--- src/logic/tife_pkg.sv ---
package tife_pkg;

  // ---------------------------------------------------------------------------
  // register map (word addresses on the plain port)
  // ---------------------------------------------------------------------------
  localparam logic [3:0] ADDR_CTRL   = 4'h0;
  localparam logic [3:0] ADDR_RES    = 4'h1;
  localparam logic [3:0] ADDR_STATUS = 4'h2;
  localparam logic [3:0] ADDR_PCNT   = 4'h3;
  localparam logic [3:0] ADDR_ROTS   = 4'h4;

  // ctrl field positions
  localparam int CTRL_WIDTH_LSB = 0;
  localparam int CTRL_ENC_EN    = 4;
  localparam int CTRL_USE_IDX   = 5;
  localparam int CTRL_MULTI     = 6;

  // ---------------------------------------------------------------------------
  // timing
  // ---------------------------------------------------------------------------
  localparam int CLK_MHZ       = 200;
  localparam int US_STEP       = 100;
  localparam int OFF_US        = 500;
  localparam int STEP_CYC      = US_STEP * CLK_MHZ;
  localparam int OFF_CYC       = OFF_US * CLK_MHZ;
  localparam int CNT_W         = 17;

  // filter width codes: 0..4 = 100..500 us
  localparam logic [2:0] WIDTH_DEF = 3'h0;
  localparam logic [2:0] WIDTH_MAX = 3'h4;
  localparam logic [15:0] RES_DEF  = 16'h0001;

  typedef struct packed {
    logic       multi_line;
    logic       use_index;
    logic       enc_en;
    logic [2:0] width_code;
  } tife_cfg_t;

  typedef struct packed {
    logic phase_a;
    logic index_z;
  } tife_enc_t;

endpackage

--- src/logic/tife_filter.sv ---
`timescale 1ns/100ps
module tife_filter
  import tife_pkg::*;
#(
  parameter int ON_MAX  = 5 * STEP_CYC,
  parameter int OFF_LEN = OFF_CYC
) (
  // clock and reset
  input  wire logic             clk,
  input  wire logic             rst,
  // raw input and on-length in cycles
  input  wire logic             raw_in,
  input  wire logic [CNT_W-1:0] on_len,
  // filtered level
  output logic                  level_ff
);

  initial begin
    if (ON_MAX >= (1 << CNT_W) || OFF_LEN >= (1 << CNT_W)) $error("count too wide");
  end

  logic [CNT_W-1:0] run_ff;

  // ---------------------------------------------------------------------------
  // run length of input differing from output
  // ---------------------------------------------------------------------------
  always_ff @(posedge clk) begin
    if (rst || raw_in == level_ff) begin
      run_ff <= '0;
    end else begin
      run_ff <= run_ff + 1'b1;
    end
  end

  always_ff @(posedge clk) begin
    if (rst) begin
      level_ff <= 1'b0;
    end else if (!level_ff && raw_in && run_ff + 1'b1 >= on_len) begin
      level_ff <= 1'b1;
    end else if (level_ff && !raw_in && run_ff + 1'b1 >= CNT_W'(OFF_LEN)) begin
      level_ff <= 1'b0;
    end
  end

  a_on_delay: assert property (@(posedge clk) disable iff (rst)
    $rose(level_ff) |-> $past(raw_in) && $past(run_ff) + 1'b1 >= $past(on_len))
    else $error("on without high input");
  a_off_delay: assert property (@(posedge clk) disable iff (rst)
    $fell(level_ff) |-> $past(!raw_in) && $past(run_ff) == CNT_W'(OFF_LEN - 1))
    else $error("off without low input");

endmodule // tife_filter

--- src/logic/tife_top.sv ---
// The address map and the address-and-strobe port are this design's own decisions.
`timescale 1ns/100ps
module tife_top
  import tife_pkg::*;
#(
  parameter int LINES = 2
) (
  // clock and reset
  input  wire logic             clk,
  input  wire logic             rst,
  // register port
  input  wire logic [3:0]       reg_addr,
  input  wire logic [31:0]      reg_wdata,
  input  wire logic             reg_wr,
  input  wire logic             reg_rd,
  output logic      [31:0]      reg_rdata_ff,
  // trigger inputs and filtered levels
  input  wire logic [LINES-1:0] trig_raw,
  output logic      [LINES-1:0] trig_on_ff,
  // encoder
  input  wire tife_enc_t        enc_in,
  output logic                  rot_pulse_ff
);

  initial begin
    if (LINES < 1 || LINES > 16) $error("LINES out of range");
  end

  function automatic logic [CNT_W-1:0] width_cycles(input logic [2:0] code);
    width_cycles = CNT_W'((int'(code) + 1) * STEP_CYC);
  endfunction

  tife_cfg_t        cfg_ff;
  logic [2:0]       width_ff [LINES];
  logic [15:0]      res_ff;
  logic [15:0]      pcnt_ff;
  logic [15:0]      rots_ff;
  logic             a_dly_ff;
  logic             z_dly_ff;
  logic [LINES-1:0] trig_lvl;

  // ---------------------------------------------------------------------------
  // configuration writes
  // ---------------------------------------------------------------------------
  always_ff @(posedge clk) begin
    if (rst) begin
      cfg_ff <= '{multi_line: 1'b0, use_index: 1'b0, enc_en: 1'b0, width_code: WIDTH_DEF};
    end else if (reg_wr && reg_addr == ADDR_CTRL) begin
      cfg_ff.enc_en     <= reg_wdata[CTRL_ENC_EN];
      cfg_ff.use_index  <= reg_wdata[CTRL_USE_IDX];
      cfg_ff.multi_line <= reg_wdata[CTRL_MULTI];
      if (reg_wdata[CTRL_WIDTH_LSB +: 3] <= WIDTH_MAX) begin
        cfg_ff.width_code <= reg_wdata[CTRL_WIDTH_LSB +: 3];
      end
    end
  end

  // per-line widths at word ADDR_CTRL + 8 + line, except line 0, which takes the width field at ADDR_CTRL
  genvar g;
  generate
    for (g = 0; g < LINES; g++) begin : g_line
      always_ff @(posedge clk) begin
        if (rst) begin
          width_ff[g] <= WIDTH_DEF;
        end else if (g == 0 && reg_wr && reg_addr == ADDR_CTRL && reg_wdata[2:0] <= WIDTH_MAX) begin
          width_ff[g] <= reg_wdata[2:0];
        end else if (g != 0 && reg_wr && reg_addr == 4'(8 + g) && reg_wdata[2:0] <= WIDTH_MAX) begin
          width_ff[g] <= reg_wdata[2:0];
        end
      end

      tife_filter u_filt (
        .clk      (clk),
        .rst      (rst),
        .raw_in   (trig_raw[g]),
        .on_len   (width_cycles(cfg_ff.multi_line ? width_ff[0] : width_ff[g])),
        .level_ff (trig_lvl[g])
      );
    end
  endgenerate

  always_ff @(posedge clk) begin
    if (rst) begin
      trig_on_ff <= '0;
    end else begin
      trig_on_ff <= trig_lvl;
    end
  end

  always_ff @(posedge clk) begin
    if (rst) begin
      res_ff <= RES_DEF;
    end else if (reg_wr && reg_addr == ADDR_RES && reg_wdata[15:0] != 16'h0000) begin
      res_ff <= reg_wdata[15:0];
    end
  end

  // ---------------------------------------------------------------------------
  // encoder rotation detection
  // ---------------------------------------------------------------------------
  logic a_rise;
  logic z_rise;
  logic rot_hit;
  assign a_rise  = enc_in.phase_a && !a_dly_ff;
  assign z_rise  = enc_in.index_z && !z_dly_ff;
  assign rot_hit = cfg_ff.enc_en && (cfg_ff.use_index ? z_rise
                                                      : a_rise && pcnt_ff + 16'h0001 >= res_ff);

  always_ff @(posedge clk) begin
    if (rst) begin
      a_dly_ff <= 1'b0;
      z_dly_ff <= 1'b0;
    end else begin
      a_dly_ff <= enc_in.phase_a;
      z_dly_ff <= enc_in.index_z;
    end
  end

  always_ff @(posedge clk) begin
    if (rst || !cfg_ff.enc_en) begin
      pcnt_ff <= '0;
    end else if (rot_hit) begin
      pcnt_ff <= '0;
    end else if (a_rise) begin
      pcnt_ff <= pcnt_ff + 16'h0001;
    end
  end

  always_ff @(posedge clk) begin
    if (rst) begin
      rot_pulse_ff <= 1'b0;
      rots_ff      <= '0;
    end else begin
      rot_pulse_ff <= rot_hit;
      if (rot_hit) begin
        rots_ff <= rots_ff + 16'h0001;
      end
    end
  end

  // ---------------------------------------------------------------------------
  // register reads
  // ---------------------------------------------------------------------------
  always_ff @(posedge clk) begin
    if (rst || !reg_rd) begin
      reg_rdata_ff <= '0;
    end else begin
      case (reg_addr)
        ADDR_CTRL:   reg_rdata_ff <= 32'({cfg_ff.multi_line, cfg_ff.use_index, cfg_ff.enc_en, 1'b0,
                                           cfg_ff.width_code});
        ADDR_RES:    reg_rdata_ff <= 32'(res_ff);
        ADDR_STATUS: reg_rdata_ff <= 32'(trig_on_ff);
        ADDR_PCNT:   reg_rdata_ff <= 32'(pcnt_ff);
        ADDR_ROTS:   reg_rdata_ff <= 32'(rots_ff);
        default:     reg_rdata_ff <= '0;
      endcase
    end
  end

  // ---------------------------------------------------------------------------
  // checks
  // ---------------------------------------------------------------------------
  a_enc_gated: assert property (@(posedge clk) disable iff (rst)
    !cfg_ff.enc_en |=> !rot_pulse_ff)
    else $error("rotation while encoder disabled");
  a_res_nonzero: assert property (@(posedge clk) disable iff (rst)
    res_ff != 16'h0000)
    else $error("resolution zero");
  a_idx_rot: assert property (@(posedge clk) disable iff (rst)
    cfg_ff.enc_en && cfg_ff.use_index && z_rise |=> rot_pulse_ff)
    else $error("index pulse missed");
  a_cnt_rot: assert property (@(posedge clk) disable iff (rst)
    cfg_ff.enc_en && !cfg_ff.use_index && a_rise && pcnt_ff + 16'h0001 == res_ff |=> rot_pulse_ff)
    else $error("count rotation missed");
  a_cnt_clear: assert property (@(posedge clk) disable iff (rst)
    rot_hit |=> pcnt_ff == 16'h0000)
    else $error("counter not cleared");
  a_width_range: assert property (@(posedge clk) disable iff (rst)
    cfg_ff.width_code <= WIDTH_MAX)
    else $error("width code out of range");

endmodule // tife_top

--- config.mk ---
export PLATFORM = sky130hd
export DESIGN_NAME = tife_top
export DESIGN_NICKNAME = d
export VERILOG_FILES = /design/src/logic/tife_pkg.sv /design/src/logic/tife_filter.sv /design/src/logic/tife_top.sv
export SDC_FILE = /design/constraint.sdc
export NUM_CORES = 1
export LEC_CHECK = 0
export ABC_AREA = 0
export ABC_CLOCK_PERIOD_IN_PS = 5100
export BUFFER_PORTS_ARGS = -buffer_cell sky130_fd_sc_hd__buf_2
export CAP_MARGIN = 20
export CELL_PAD_IN_SITES_DETAIL_PLACEMENT = 0
export CELL_PAD_IN_SITES_GLOBAL_PLACEMENT = 1
export CORE_UTILIZATION = 25
export DETAILED_ROUTE_END_ITERATION = 10
export GPL_ROUTABILITY_DRIVEN = 0
export PLACE_DENSITY_LB_ADDON = 0.1
export SYNTH_ARGS = -nofsm -noshare
export SYNTH_HDL_FRONTEND = slang
export SYNTH_SLANG_ARGS = --single-unit
--- constraint.sdc ---
create_clock -name clk -period 5.1 [get_ports clk]
set_input_delay 0.51 -clock clk [delete_from_list [all_inputs] [get_ports clk]]
set_output_delay 0.51 -clock clk [all_outputs]
set_load 0.01 [all_outputs]
After elaboration in Yosys (flattened, before gate mapping)
Memory sizes are Yosys's and may differ from the RTL's.
Cells that the tools add are included.
- memories kept: 1
- output and inout bits: 35
- input port bits: 44
- word-level logic and storage cells: 93
- bits in writable memories: 6
- flip-flop bits (word level): 127
- $lt $le $gt $ge: 6
- add/subtract/negate cells: 6
- bitwise operators: 2
- eq/ne operators: 7
- reduce and logical (&&, ||, !) cells: 36
- multiplexer cells: 17
- multiply operators: 2
- memory list (memory ; words ; bits a word ; rd ports ; clocked after memory_dff ; write ports ; RTL line ; text):
    width_ff ; 2 ; 3 ; 2 ; 0 ; 2 ; tife_top.sv:34 ; logic [2:0] width_ff [LINES];
- operators by type and width (cell ; count):
    $pmux 16 s5 ; 1
    $add 17x1->17 const B ; 2
    $ge 17x17->1 ; 2
    $ge 17x17->1 const B ; 2
    $add 16x1->16 const B ; 2
    $mul 4x10->12 const B ; 2
    $logic_and 1x1->1 ; 18
    $ge 16x16->1 ; 1
    $reduce_bool 16->1 ; 1
    $mux 1 ; 13
    $mux 3 ; 3
    $add 3x1->4 const B ; 2
    $eq 4x2->1 const B ; 2
    $logic_not 1->1 ; 8
    $eq 4x1->1 const B ; 1
    $eq 4x3->1 const B ; 1
    $eq 4x4->1 const B ; 1
    $logic_not 4->1 ; 1
    $logic_or 1x1->1 ; 4
    $reduce_bool 2->1 ; 2
    $le 3x3->1 const B ; 1
    $eq 1x1->1 ; 2
    $or 1x1->1 ; 2
    $reduce_and 2->1 ; 1
    $reduce_or 2->1 ; 1

Depth between registers and ports, before layout
Gate-level depths: netlist of the first run.
- word-level depth: 7
- mapped depth: 22

By module
From an unflattened synthesis of the first run, not the netlist that was laid out.
- cells, all modules: 897
- area total of the unflattened synthesis: 7689.9 um^2
- by module, submodules not included (module ; cells an instance ; area each (um^2) ; times used ; sequential area each (um^2)):
    tife_top ; 539 ; 4834.6 ; 1 ; 1681.6
    tife_filter ; 179 ; 1427.6 ; 2 ; 360.3

Worst setup path before layout of the first run
OpenSTA, ideal clock, no wires.
- path type: register -> register
- start: reg cfg_ff[5] in the netlist's numbering
- end: reg g_line[1].u_filt.level_ff
- setup time: 0.132 ns
- slack: 0.398 ns
- cell stages (with the launch flop): 22
- arrival: 4.570 ns
- period minus slack after synthesis: 4.702 ns
- cells stage by stage: dfxtp_1 clkbuf_1 mux2i_1 inv_1 ha_1 xnor2_1 inv_1 fa_1 inv_1 ha_1 ha_1 a31o_2 a21o_1 a21oi_1 xnor2_1 ha_1 nand2_1 o21ai_0 o211a_1 o31ai_1 o211a_1 a22oi_1
- word-level cells in the longest chain between the ends: 6
- elaborated cells on any way between the ends: 7
- ends and longest elaborated chain (item ; RTL line ; text):
    from (decl) ; tife_top.sv:33 ; tife_cfg_t cfg_ff;
    from (signal assigned) ; tife_top.sv:47 ; cfg_ff <= '{multi_line: 1'b0, use_index: 1'b0, enc_en: 1'b0, width_code: WIDTH_DEF};
    $mux 3 (*) ; tife_top.sv:76 ; .on_len (width_cycles(cfg_ff.multi_line ? width_ff[0] : width_ff[g])),
    $add 3x1->4 (*) ; tife_top.sv:30 ; width_cycles = CNT_W'((int'(code) + 1) * STEP_CYC);
    $mul 4x10->12 (*) ; tife_top.sv:30 ;
    $ge 17x17->1 (*) ; tife_filter.sv:38 ; end else if (!level_ff && raw_in && run_ff + 1'b1 >= on_len) begin
    $logic_and 1x1->1 (*) ; tife_filter.sv:38 ;
    $mux 1 / $reduce_bool 2->1 (equally long branches) ; n/a ;
    to (signal assigned) ; tife_filter.sv:37 ; level_ff <= 1'b0;
    to (signal assigned) ; tife_filter.sv:39 ; level_ff <= 1'b1;
    to (signal assigned) ; tife_filter.sv:41 ; level_ff <= 1'b0;
    to (decl) ; tife_filter.sv:15 ; output logic level_ff
Mark *: on every way between the ends. The rest lies on a longest branch, timed or not.
A chain may end at the register's enable or synchronous reset.

Worst setup path after layout of the first run
Ends and elaborated chain as after synthesis.

==> metrics.md, run 1 <==
| Metric | Value |
|---|---|
| Status | finished clean |
| Avg Inst Size Synth | 8.68 µm² |
| Ports | 79 |
| CP Class | flop to flop |
| Chip Height | 174 µm |
| Initial Util | 25.5% |
| Worst Reg-to-Reg Cells | 19 |
| Worst r2r src | cfg_ff[5] |
| Clk_skew | 0.0150 ns |
| CTS tree | yes |
| P&R area growth vs syn | 15.2% |
| Max cap viols | 0 |
| Post-DRT Antenna Nets | 0 |
| Mapped cell area | 0.00736 mm² |
| Fin crit period | 4.55 ns |
| Post-route clock period utilization | 89.2% |
| Worst Tran Pin Value | 0.952 ns |
| I/O Buffers | 46 |
| Num rows | 62 |
| Ys Warns | 0 |
| Worst Setup Start Kind | flop |
| CP Data Required Time | 5.39 ns |
| Post-CTS sizing | 0 |
| Ys async rst share | 0% |
| Reg-to-reg slack, setup | 0.55 ns |
| Root buffer cell | clkbuf_16 |
| TritonCTS buffer count | 17 |
| Hold Path Sink | res_ff[11] |
| Main synth FF type | dfxtp_1 |
| GR Overflow Total | 0 |
| Slew HR | 36.4% |
| GRT Util Overall | 14.6% |
| Later-pin clock latency in the skew report | 0.42 ns |
| Crit-path max FO | 6 |
| Count leader, synth | dfxtp_1 |
| Initial antenna violation count | 0 |
| Post-route setup slack | 0.552 ns |
| Worst Hold Class | primary input to flop |
| Worst hold start | reg_wdata[11] |
| Gate Count Post-Synth | 848 |
| Largest net degree at the start of global routing | 51 |
| Final Setup Violations | 0 |
| WP data arrival | 4.84 ns |
| Detailed Routing Iterations Pass 1 | 7 |
| CP Capture Type | flop |
| Via density | 4.62 |
| Synth top area share | 30.2% |
| FMAX | 220 MHz |
| Dpl ws | 0.493 ns |
| Power Total | 2.46 mW |
| Setup TNS | 0 ns |
| Post-Route WL | 21.2 mm |
| Worst-path clk slew | 0.06 ns |
| Area leader, netlist | dfxtp_1 |
| Post-Route Utilization | 29.4% |
| Wire per inst | 16.6 µm |
| DRT iter0 DRCs | 305 |
| HPWL after DPL | 15.4 mm |
| Sequential fraction of the synthesis area | 32.6% |
| First-pass GRT wire length | 34.1 mm |
| CTS Sinks | 117 |
| Worst r2r dst | g_line[1].u_filt.level_ff |
| Share of layout cells above drive strength 1 | 11.3% |
| Fillcell total | 3,182 |
| Power per standard cell area | 290 mW/mm² |
| DRC | 0 |
| Fin nets | 1,005 |
| CTS max path bufs | 2 |
| Maximum VDD drop | 0.188 mV |
| Post-synth EDFFs | 6 |
| Synth area leaders | dfxtp_1 30%, ha_1 13%, xnor2_1 4.8% |
| Number of antenna diodes | 0 |
| Worst hold stages | 3 |
| DR vias | 5,896 |
| Top cells by count, synth | 111 x dfxtp_1, 89 x nor2_1, 76 x ha_1, 54 x inv_1, 44 x nand2_1 |
| Die W | 174 µm |
| #FFs+latches synth | 117 |
| Unique masters post-synth | 69 |
| Post CTS Setup Buffer Count | 0 |
| Leak | 3.48 nW |
| Vias in the first global route | 5,969 |
| Hold Fails Final Rpt | 0 |
| RSZ-0062 raised after global routing | false |
| Max-slew violations | 0 |
| Die Area | 0.0301 mm² |
| Core area | 0.0289 mm² |
| H-tree depth | 4 |
| Hold_buf cts | 0 |
## metal layers
metal	part of all wire, %	up-vias	track usage [%]
li1	-	3031	-
met1	51	2776	19.7
met2	46	76	23.7
met3	2.3	13	2.46
met4	1.0	0	4.57
met5	0	-	0
## cell families after synthesis
logic type / synth area share, %
muxes: 3.16
buffers and inverters: 7.05
adders and majority gates: 14.3
other: 0.0509
and+or+nand+nor: 21.3
AOI/OAI and AO/OA: 13.4
DFF: 32.6
xor gates and xnor gates: 8.21
## power by group
part / leakage [nW] / total, mW / switching, mW / internal [mW]
Sequential: 0.953 / 0.944 / 0.0118 / 0.932
Combinational: 2.23 / 0.262 / 0.163 / 0.0991
Clock: 0.294 / 1.25 / 0.482 / 0.772
## registers in the layout, summed over array words and instances (netlist names), 2 cells and up
register / count
cfg_ff: 6
g_line.u_filt.level_ff: 2
g_line.u_filt.run_ff: 34
pcnt_ff: 16
reg_rdata_ff: 16
res_ff: 16
rots_ff: 16
trig_on_ff: 2
width_ff: 6
## through the flow
step | hold slack [ns] | instances | instance area (µm²)
5_1_grt | 0.334 | 1277 | 8480
3_3_place_gp | 0.481 | 1245 | 7880
2_1_floorplan | 0.447 | 863 | 7420
3_5_place_dp | 0.478 | 1245 | 7880
4_1_cts | 0.320 | 1277 | 8480
6_report | 0.334 | 1277 | 8480
## worst max-delay path, cell delays in order, from the launching register on
cell	delay [ns]
dfxtp_1	0.53
mux2i_1	0.32
inv_1	0.16
ha_1	0.23
xnor2_1	0.20
inv_1	0.12
fa_1	0.51
inv_1	0.04
ha_1	0.28
ha_1	0.29
a31o_2	0.20
a21o_1	0.17
a21oi_1	0.19
xnor2_1	0.15
ha_1	0.25
nand2_1	0.07
o21ai_0	0.11
o31ai_1	0.34
o211a_1	0.20
a22oi_1	0.06
## cell usage in the layout (no fill, tap or decap), types with 14 or more instances in the layout
cell type / Yosys / final
nand4_1: 16 / 16
dfxtp_1: 111 / 111
buf_2: 9 / 46
xnor2_1: 40 / 40
nand2_1: 44 / 44
clkbuf_16: 0 / 18
mux2i_1: 21 / 21
ha_1: 76 / 76
or4_1: 14 / 14
nor2b_1: 28 / 28
a21oi_1: 40 / 40
o21ai_0: 22 / 22
conb_1: 1 / 16
nor3_1: 14 / 14
o31ai_1: 14 / 14
nor2_1: 89 / 89
xor2_1: 29 / 29
inv_1: 54 / 54
nand3_1: 42 / 42
## area by class of cell
class / count / area [µm²] / area share [%]
multi-input combinational: 636 / 4510 / 53.1
sequential: 117 / 2400 / 28.3
tap: 384 / 480 / 5.66
clock buffer: 20 / 478 / 5.63
timing repair buffer: 54 / 290 / 3.42
inverter: 54 / 203 / 2.39
clock inverter: 12 / 124 / 1.46
## worst max-delay path by stage
stage | from | endpoint | slack (ns)
after floorplan | cfg_ff[5] | g_line[1].u_filt.level_ff | 0.40
after detailed placement | cfg_ff[5] | g_line[1].u_filt.level_ff | 0.49
final | cfg_ff[5] | g_line[1].u_filt.level_ff | 0.55
after global routing | cfg_ff[5] | g_line[1].u_filt.level_ff | 0.14
after CTS | cfg_ff[5] | g_line[1].u_filt.level_ff | 0.47
after global placement | cfg_ff[5] | g_line[1].u_filt.level_ff | 0.58
Power figures use the tool's default switching activity.
==> inputs of run 2 (changes only) <==
--- a/config.mk
+++ b/config.mk
@@ -5,7 +5,7 @@
 export SDC_FILE = /design/constraint.sdc
 export NUM_CORES = 1
 export LEC_CHECK = 0
-export ABC_AREA = 0
+export ABC_AREA = 1
 export ABC_CLOCK_PERIOD_IN_PS = 5100
 export BUFFER_PORTS_ARGS = -buffer_cell sky130_fd_sc_hd__buf_2
 export CAP_MARGIN = 20
==> metrics.md, run 2 <==
| Metric | Value |
|---|---|
| CTS max path bufs | 2 (unchanged) |
| Num rows | 63 (was 62) |
| Via density | 4.26 (was 4.62) |
| Power share of the clock group | 48.9% (was 51.0%) |
| Area leader, netlist | dfxtp_1 (unchanged) |
| Post-CTS sizing | 0 (unchanged) |
| Worst-path clk slew | 0.07 ns (was 0.06 ns) |
| Post-synth EDFFs | 6 (unchanged) |
| Detailed Routing Iterations Pass 1 | 5 (was 7) |
| Biggest register | g_line.u_filt.run_ff (unchanged) |
| Number of antenna diodes | 0 (unchanged) |
| I/O Buffers | 46 (unchanged) |
| Post-DRT Antenna Nets | 0 (unchanged) |
| Clk_skew | 0.0157 ns (was 0.0150 ns) |
| GR Overflow Total | 0 (unchanged) |
| Die Area | 0.0309 mm² (was 0.0301 mm²) |
| Chip Height | 176 µm (was 174 µm) |
| Post-Route WL | 21.4 mm (was 21.2 mm) |
| #FFs+latches synth | 117 (unchanged) |
| CTS tree | yes (unchanged) |
| Non-filler cells in the finished layout | 1,497 (was 1,277) |
| Sequential fraction of the synthesis area | 31.8% (was 32.6%) |
| Synth top area share | 29.4% (was 30.2%) |
| Final Setup Violations | 0 (unchanged) |
| RSZ-0062 raised after global routing | false (unchanged) |
| CP Data Required Time | 5.41 ns (was 5.39 ns) |
| Fillcell total | 3,348 (was 3,182) |
| Largest net degree at the start of global routing | 30 (was 51) |
| Mapped cell area | 0.00755 mm² (was 0.00736 mm²) |
| Worst Hold Class | primary input to flop (unchanged) |
| Dpl cell area | 0.00814 mm² (was 0.00788 mm²) |
| Slew HR | 31.7% (was 36.4%) |
| P&R area growth vs syn | 15.3% (was 15.2%) |
| Crit-path max FO | 7 (was 6) |
| Worst Setup Start Kind | flop (unchanged) |
| First-pass GRT wire length | 34.8 mm (was 34.1 mm) |
| DRT iter0 DRCs | 311 (was 305) |
| Initial Util | 25.5% (about the same) |
| Setup TNS | 0 ns (unchanged) |
| Max cap viols | 0 (unchanged) |
| Vias in the first global route | 6,372 (was 5,969) |
| Crit-path cells | o21ai_0 -> inv_1 -> ha_1 -> xnor2_1 -> inv_1 -> fa_1 -> inv_1 -> ha_1 -> ha_1 -> a21oi_1 -> a21oi_1 -> o41ai_1 -> xor2_1 -> ha_1 -> nand2_1 -> inv_1 -> nand3_1 -> inv_1 -> a21oi_1 -> nand2_1 -> nand2_1 -> nand2_1 (was mux2i_1 -> inv_1 -> ha_1 -> xnor2_1 -> inv_1 -> fa_1 -> inv_1 -> ha_1 -> ha_1 -> a31o_2 -> a21o_1 -> a21oi_1 -> xnor2_1 -> ha_1 -> nand2_1 -> o21ai_0 -> o31ai_1 -> o211a_1 -> a22oi_1) |
| Count leader, synth | nand2_1 (was dfxtp_1) |
| Leading cell type in the layout, fill and taps excluded | nand2_1 (was dfxtp_1) |
| FMAX | 229 MHz (was 220 MHz) |
| Worst Reg-to-Reg Cells | 22 (was 19) |
| Comb pwr share | 11.6% (was 10.6%) |
| CP Capture Type | flop (unchanged) |
| Int Power | 1.67 mW (was 1.80 mW) |
| Max-slew violations | 0 (unchanged) |
| Avg Inst Size Synth | 7.21 µm² (was 8.68 µm²) |
| Ys Warns | 0 (unchanged) |
| Slowest-stage cell, CP | fa_1 (was dfxtp_1) |
| Reg-to-reg slack, setup | 0.73 ns (was 0.55 ns) |
| Power per standard cell area | 273 mW/mm² (was 290 mW/mm²) |
| Flop pwr share | 39.5% (was 38.4%) |
| Core area | 0.0296 mm² (was 0.0289 mm²) |
| HPWL after DPL | 16.8 mm (was 15.4 mm) |
| DR vias | 6,374 (was 5,896) |
| Most frequent cells in the layout | 200 x nand2_1, 159 x inv_1, 115 x nor2_1 (was 111 x dfxtp_1, 89 x nor2_1, 76 x ha_1) |
| TritonCTS buffer count | 17 (unchanged) |
| H-tree depth | 4 (unchanged) |
| WP data arrival | 4.68 ns (was 4.84 ns) |
| Fin nets | 1,219 (was 1,005) |
| Post-route clock period utilization | 85.6% (was 89.2%) |
| Ys async rst share | 0% (unchanged) |
| CTS Sinks | 117 (unchanged) |
| Leak | 4.04 nW (was 3.48 nW) |
| Worst Tran Pin Value | 1.02 ns (was 0.952 ns) |
| Maximum VDD drop | 0.192 mV (was 0.188 mV) |
| Max reg flops | 34 (unchanged) |
| Root buffer cell | clkbuf_16 (unchanged) |
| Sw Share | 29.7% (was 26.7%) |
| Worst hold stages | 3 (unchanged) |
| Post CTS Setup Buffer Count | 0 (unchanged) |
| Later-pin clock latency in the skew report | 0.43 ns (was 0.42 ns) |
| GRT Util Overall | 14.7% (was 14.6%) |
| DRC | 0 (unchanged) |
| Fin area | 0.00870 mm² (was 0.00848 mm²) |
| Wire per inst | 14.3 µm (was 16.6 µm) |
| Fin crit period | 4.37 ns (was 4.55 ns) |
| Most used cell along the critical path | inv_1 (was ha_1) |
| Die W | 176 µm (was 174 µm) |
| Gate Count Post-Synth | 1,047 (was 848) |
| Cells after DPL | 1,465 (was 1,245) |
| Main synth FF type | dfxtp_1 (unchanged) |
| Hold Fails Final Rpt | 0 (unchanged) |
| Psw | 704 µW (was 656 µW) |
| CP Class | flop to flop (unchanged) |
| Initial antenna violation count | 0 (unchanged) |
| Hold_buf cts | 0 (unchanged) |
| Top cells by count, synth | 200 x nand2_1, 159 x inv_1, 115 x nor2_1, 111 x dfxtp_1, 76 x ha_1 (was 111 x dfxtp_1, 89 x nor2_1, 76 x ha_1, 54 x inv_1, 44 x nand2_1) |
| Ports | 79 (unchanged) |
| Max incr delay on CP | 0.52 ns (was 0.53 ns) |
| Share of layout cells above drive strength 1 | 11.6% (was 11.3%) |
| Unique masters post-synth | 45 (was 69) |
| Synth area leaders | dfxtp_1 29%, ha_1 13%, nand2_1 9.9% (was dfxtp_1 30%, ha_1 13%, xnor2_1 4.8%) |
| Status | finished clean (unchanged) |
run 2: changes by cell type after synthesis, sizes merged, moves of 23 or more:
cell	previous run	this run
nor2	89	127
o21ai	24	48
nand2	45	203
a21oi	40	63
nor2b	28	0
inv	54	176
xnor2	40	12
run 2: final timing paths:
| check | startpoint | end |
|---|---|---|
| setup reg to reg | cfg_ff[5] | g_line[1].u_filt.level_ff |
| hold / removal | enc_in[1] | a_dly_ff |
| setup / recovery | cfg_ff[5] | g_line[1].u_filt.level_ff |
| hold reg to reg | rots_ff[14] | rots_ff[14] |
run 2: area by class of cell:
cell class,instances,area (µm²),share of cell area [%]
timing repair buffer,51,268,3.08
clock buffer,17,425,4.89
tap,390,488,5.61
clock inverter,15,136,1.57
inverter,177,664,7.63
sequential,117,2400,27.6
multi-input combinational,730,4320,49.6
run 2: power groups by stage:
stage | combinational (mW) | clock (mW) | sequential (mW)
after floorplan | 0.209 | 0 | 0.956
after global placement | 0.285 | 0 | 0.958
after detailed placement | 0.279 | 0 | 0.958
after CTS | 0.283 | 1.21 | 0.937
after global routing | 0.326 | 1.25 | 0.938
final | 0.275 | 1.16 | 0.937
run 2: worst max-delay path: cells and delay by family (launching register included):
kind	cells	cell delay, ns
AOI/OAI and AO/OA	5	1.19
DFF	1	0.38
adders and majority gates	5	1.51
buffers and inverters	5	0.45
xor gates and xnor gates	2	0.41
and+or+nand+nor	5	0.33
run 2: routing by layer:
layer,wire length [µm],up-vias,global-route usage [%]
li1,-,3427,-
met1,10300,2857,19.3
met2,10100,80,24.3
met3,707,10,2.79
met4,207,0,4.02
met5,0,-,0
run 2: kinds of logic after synthesis:
group | after synthesis | synth area share (%)
other | 1 | 0.0497
adders and majority gates | 81 | 13.9
AOI/OAI and AO/OA | 143 | 10.7
DFF | 117 | 31.8
xor gates and xnor gates | 48 | 5.77
and+or+nand+nor | 442 | 26.1
buffers and inverters | 215 | 11.7
run 2: per-stage QoR:
step / power, mW / hold WS, ns / util, % / setup WS, ns
2_1_floorplan: 1.16 / 0.433 / - / 0.952
3_3_place_gp: 1.24 / 0.451 / 27.5 / 0.770
4_1_cts: 2.43 / 0.281 / 29.4 / 0.659
6_report: 2.37 / 0.302 / 29.4 / 0.735
3_5_place_dp: 1.24 / 0.455 / 27.5 / 0.694
5_1_grt: 2.51 / 0.301 / 29.4 / 0.223
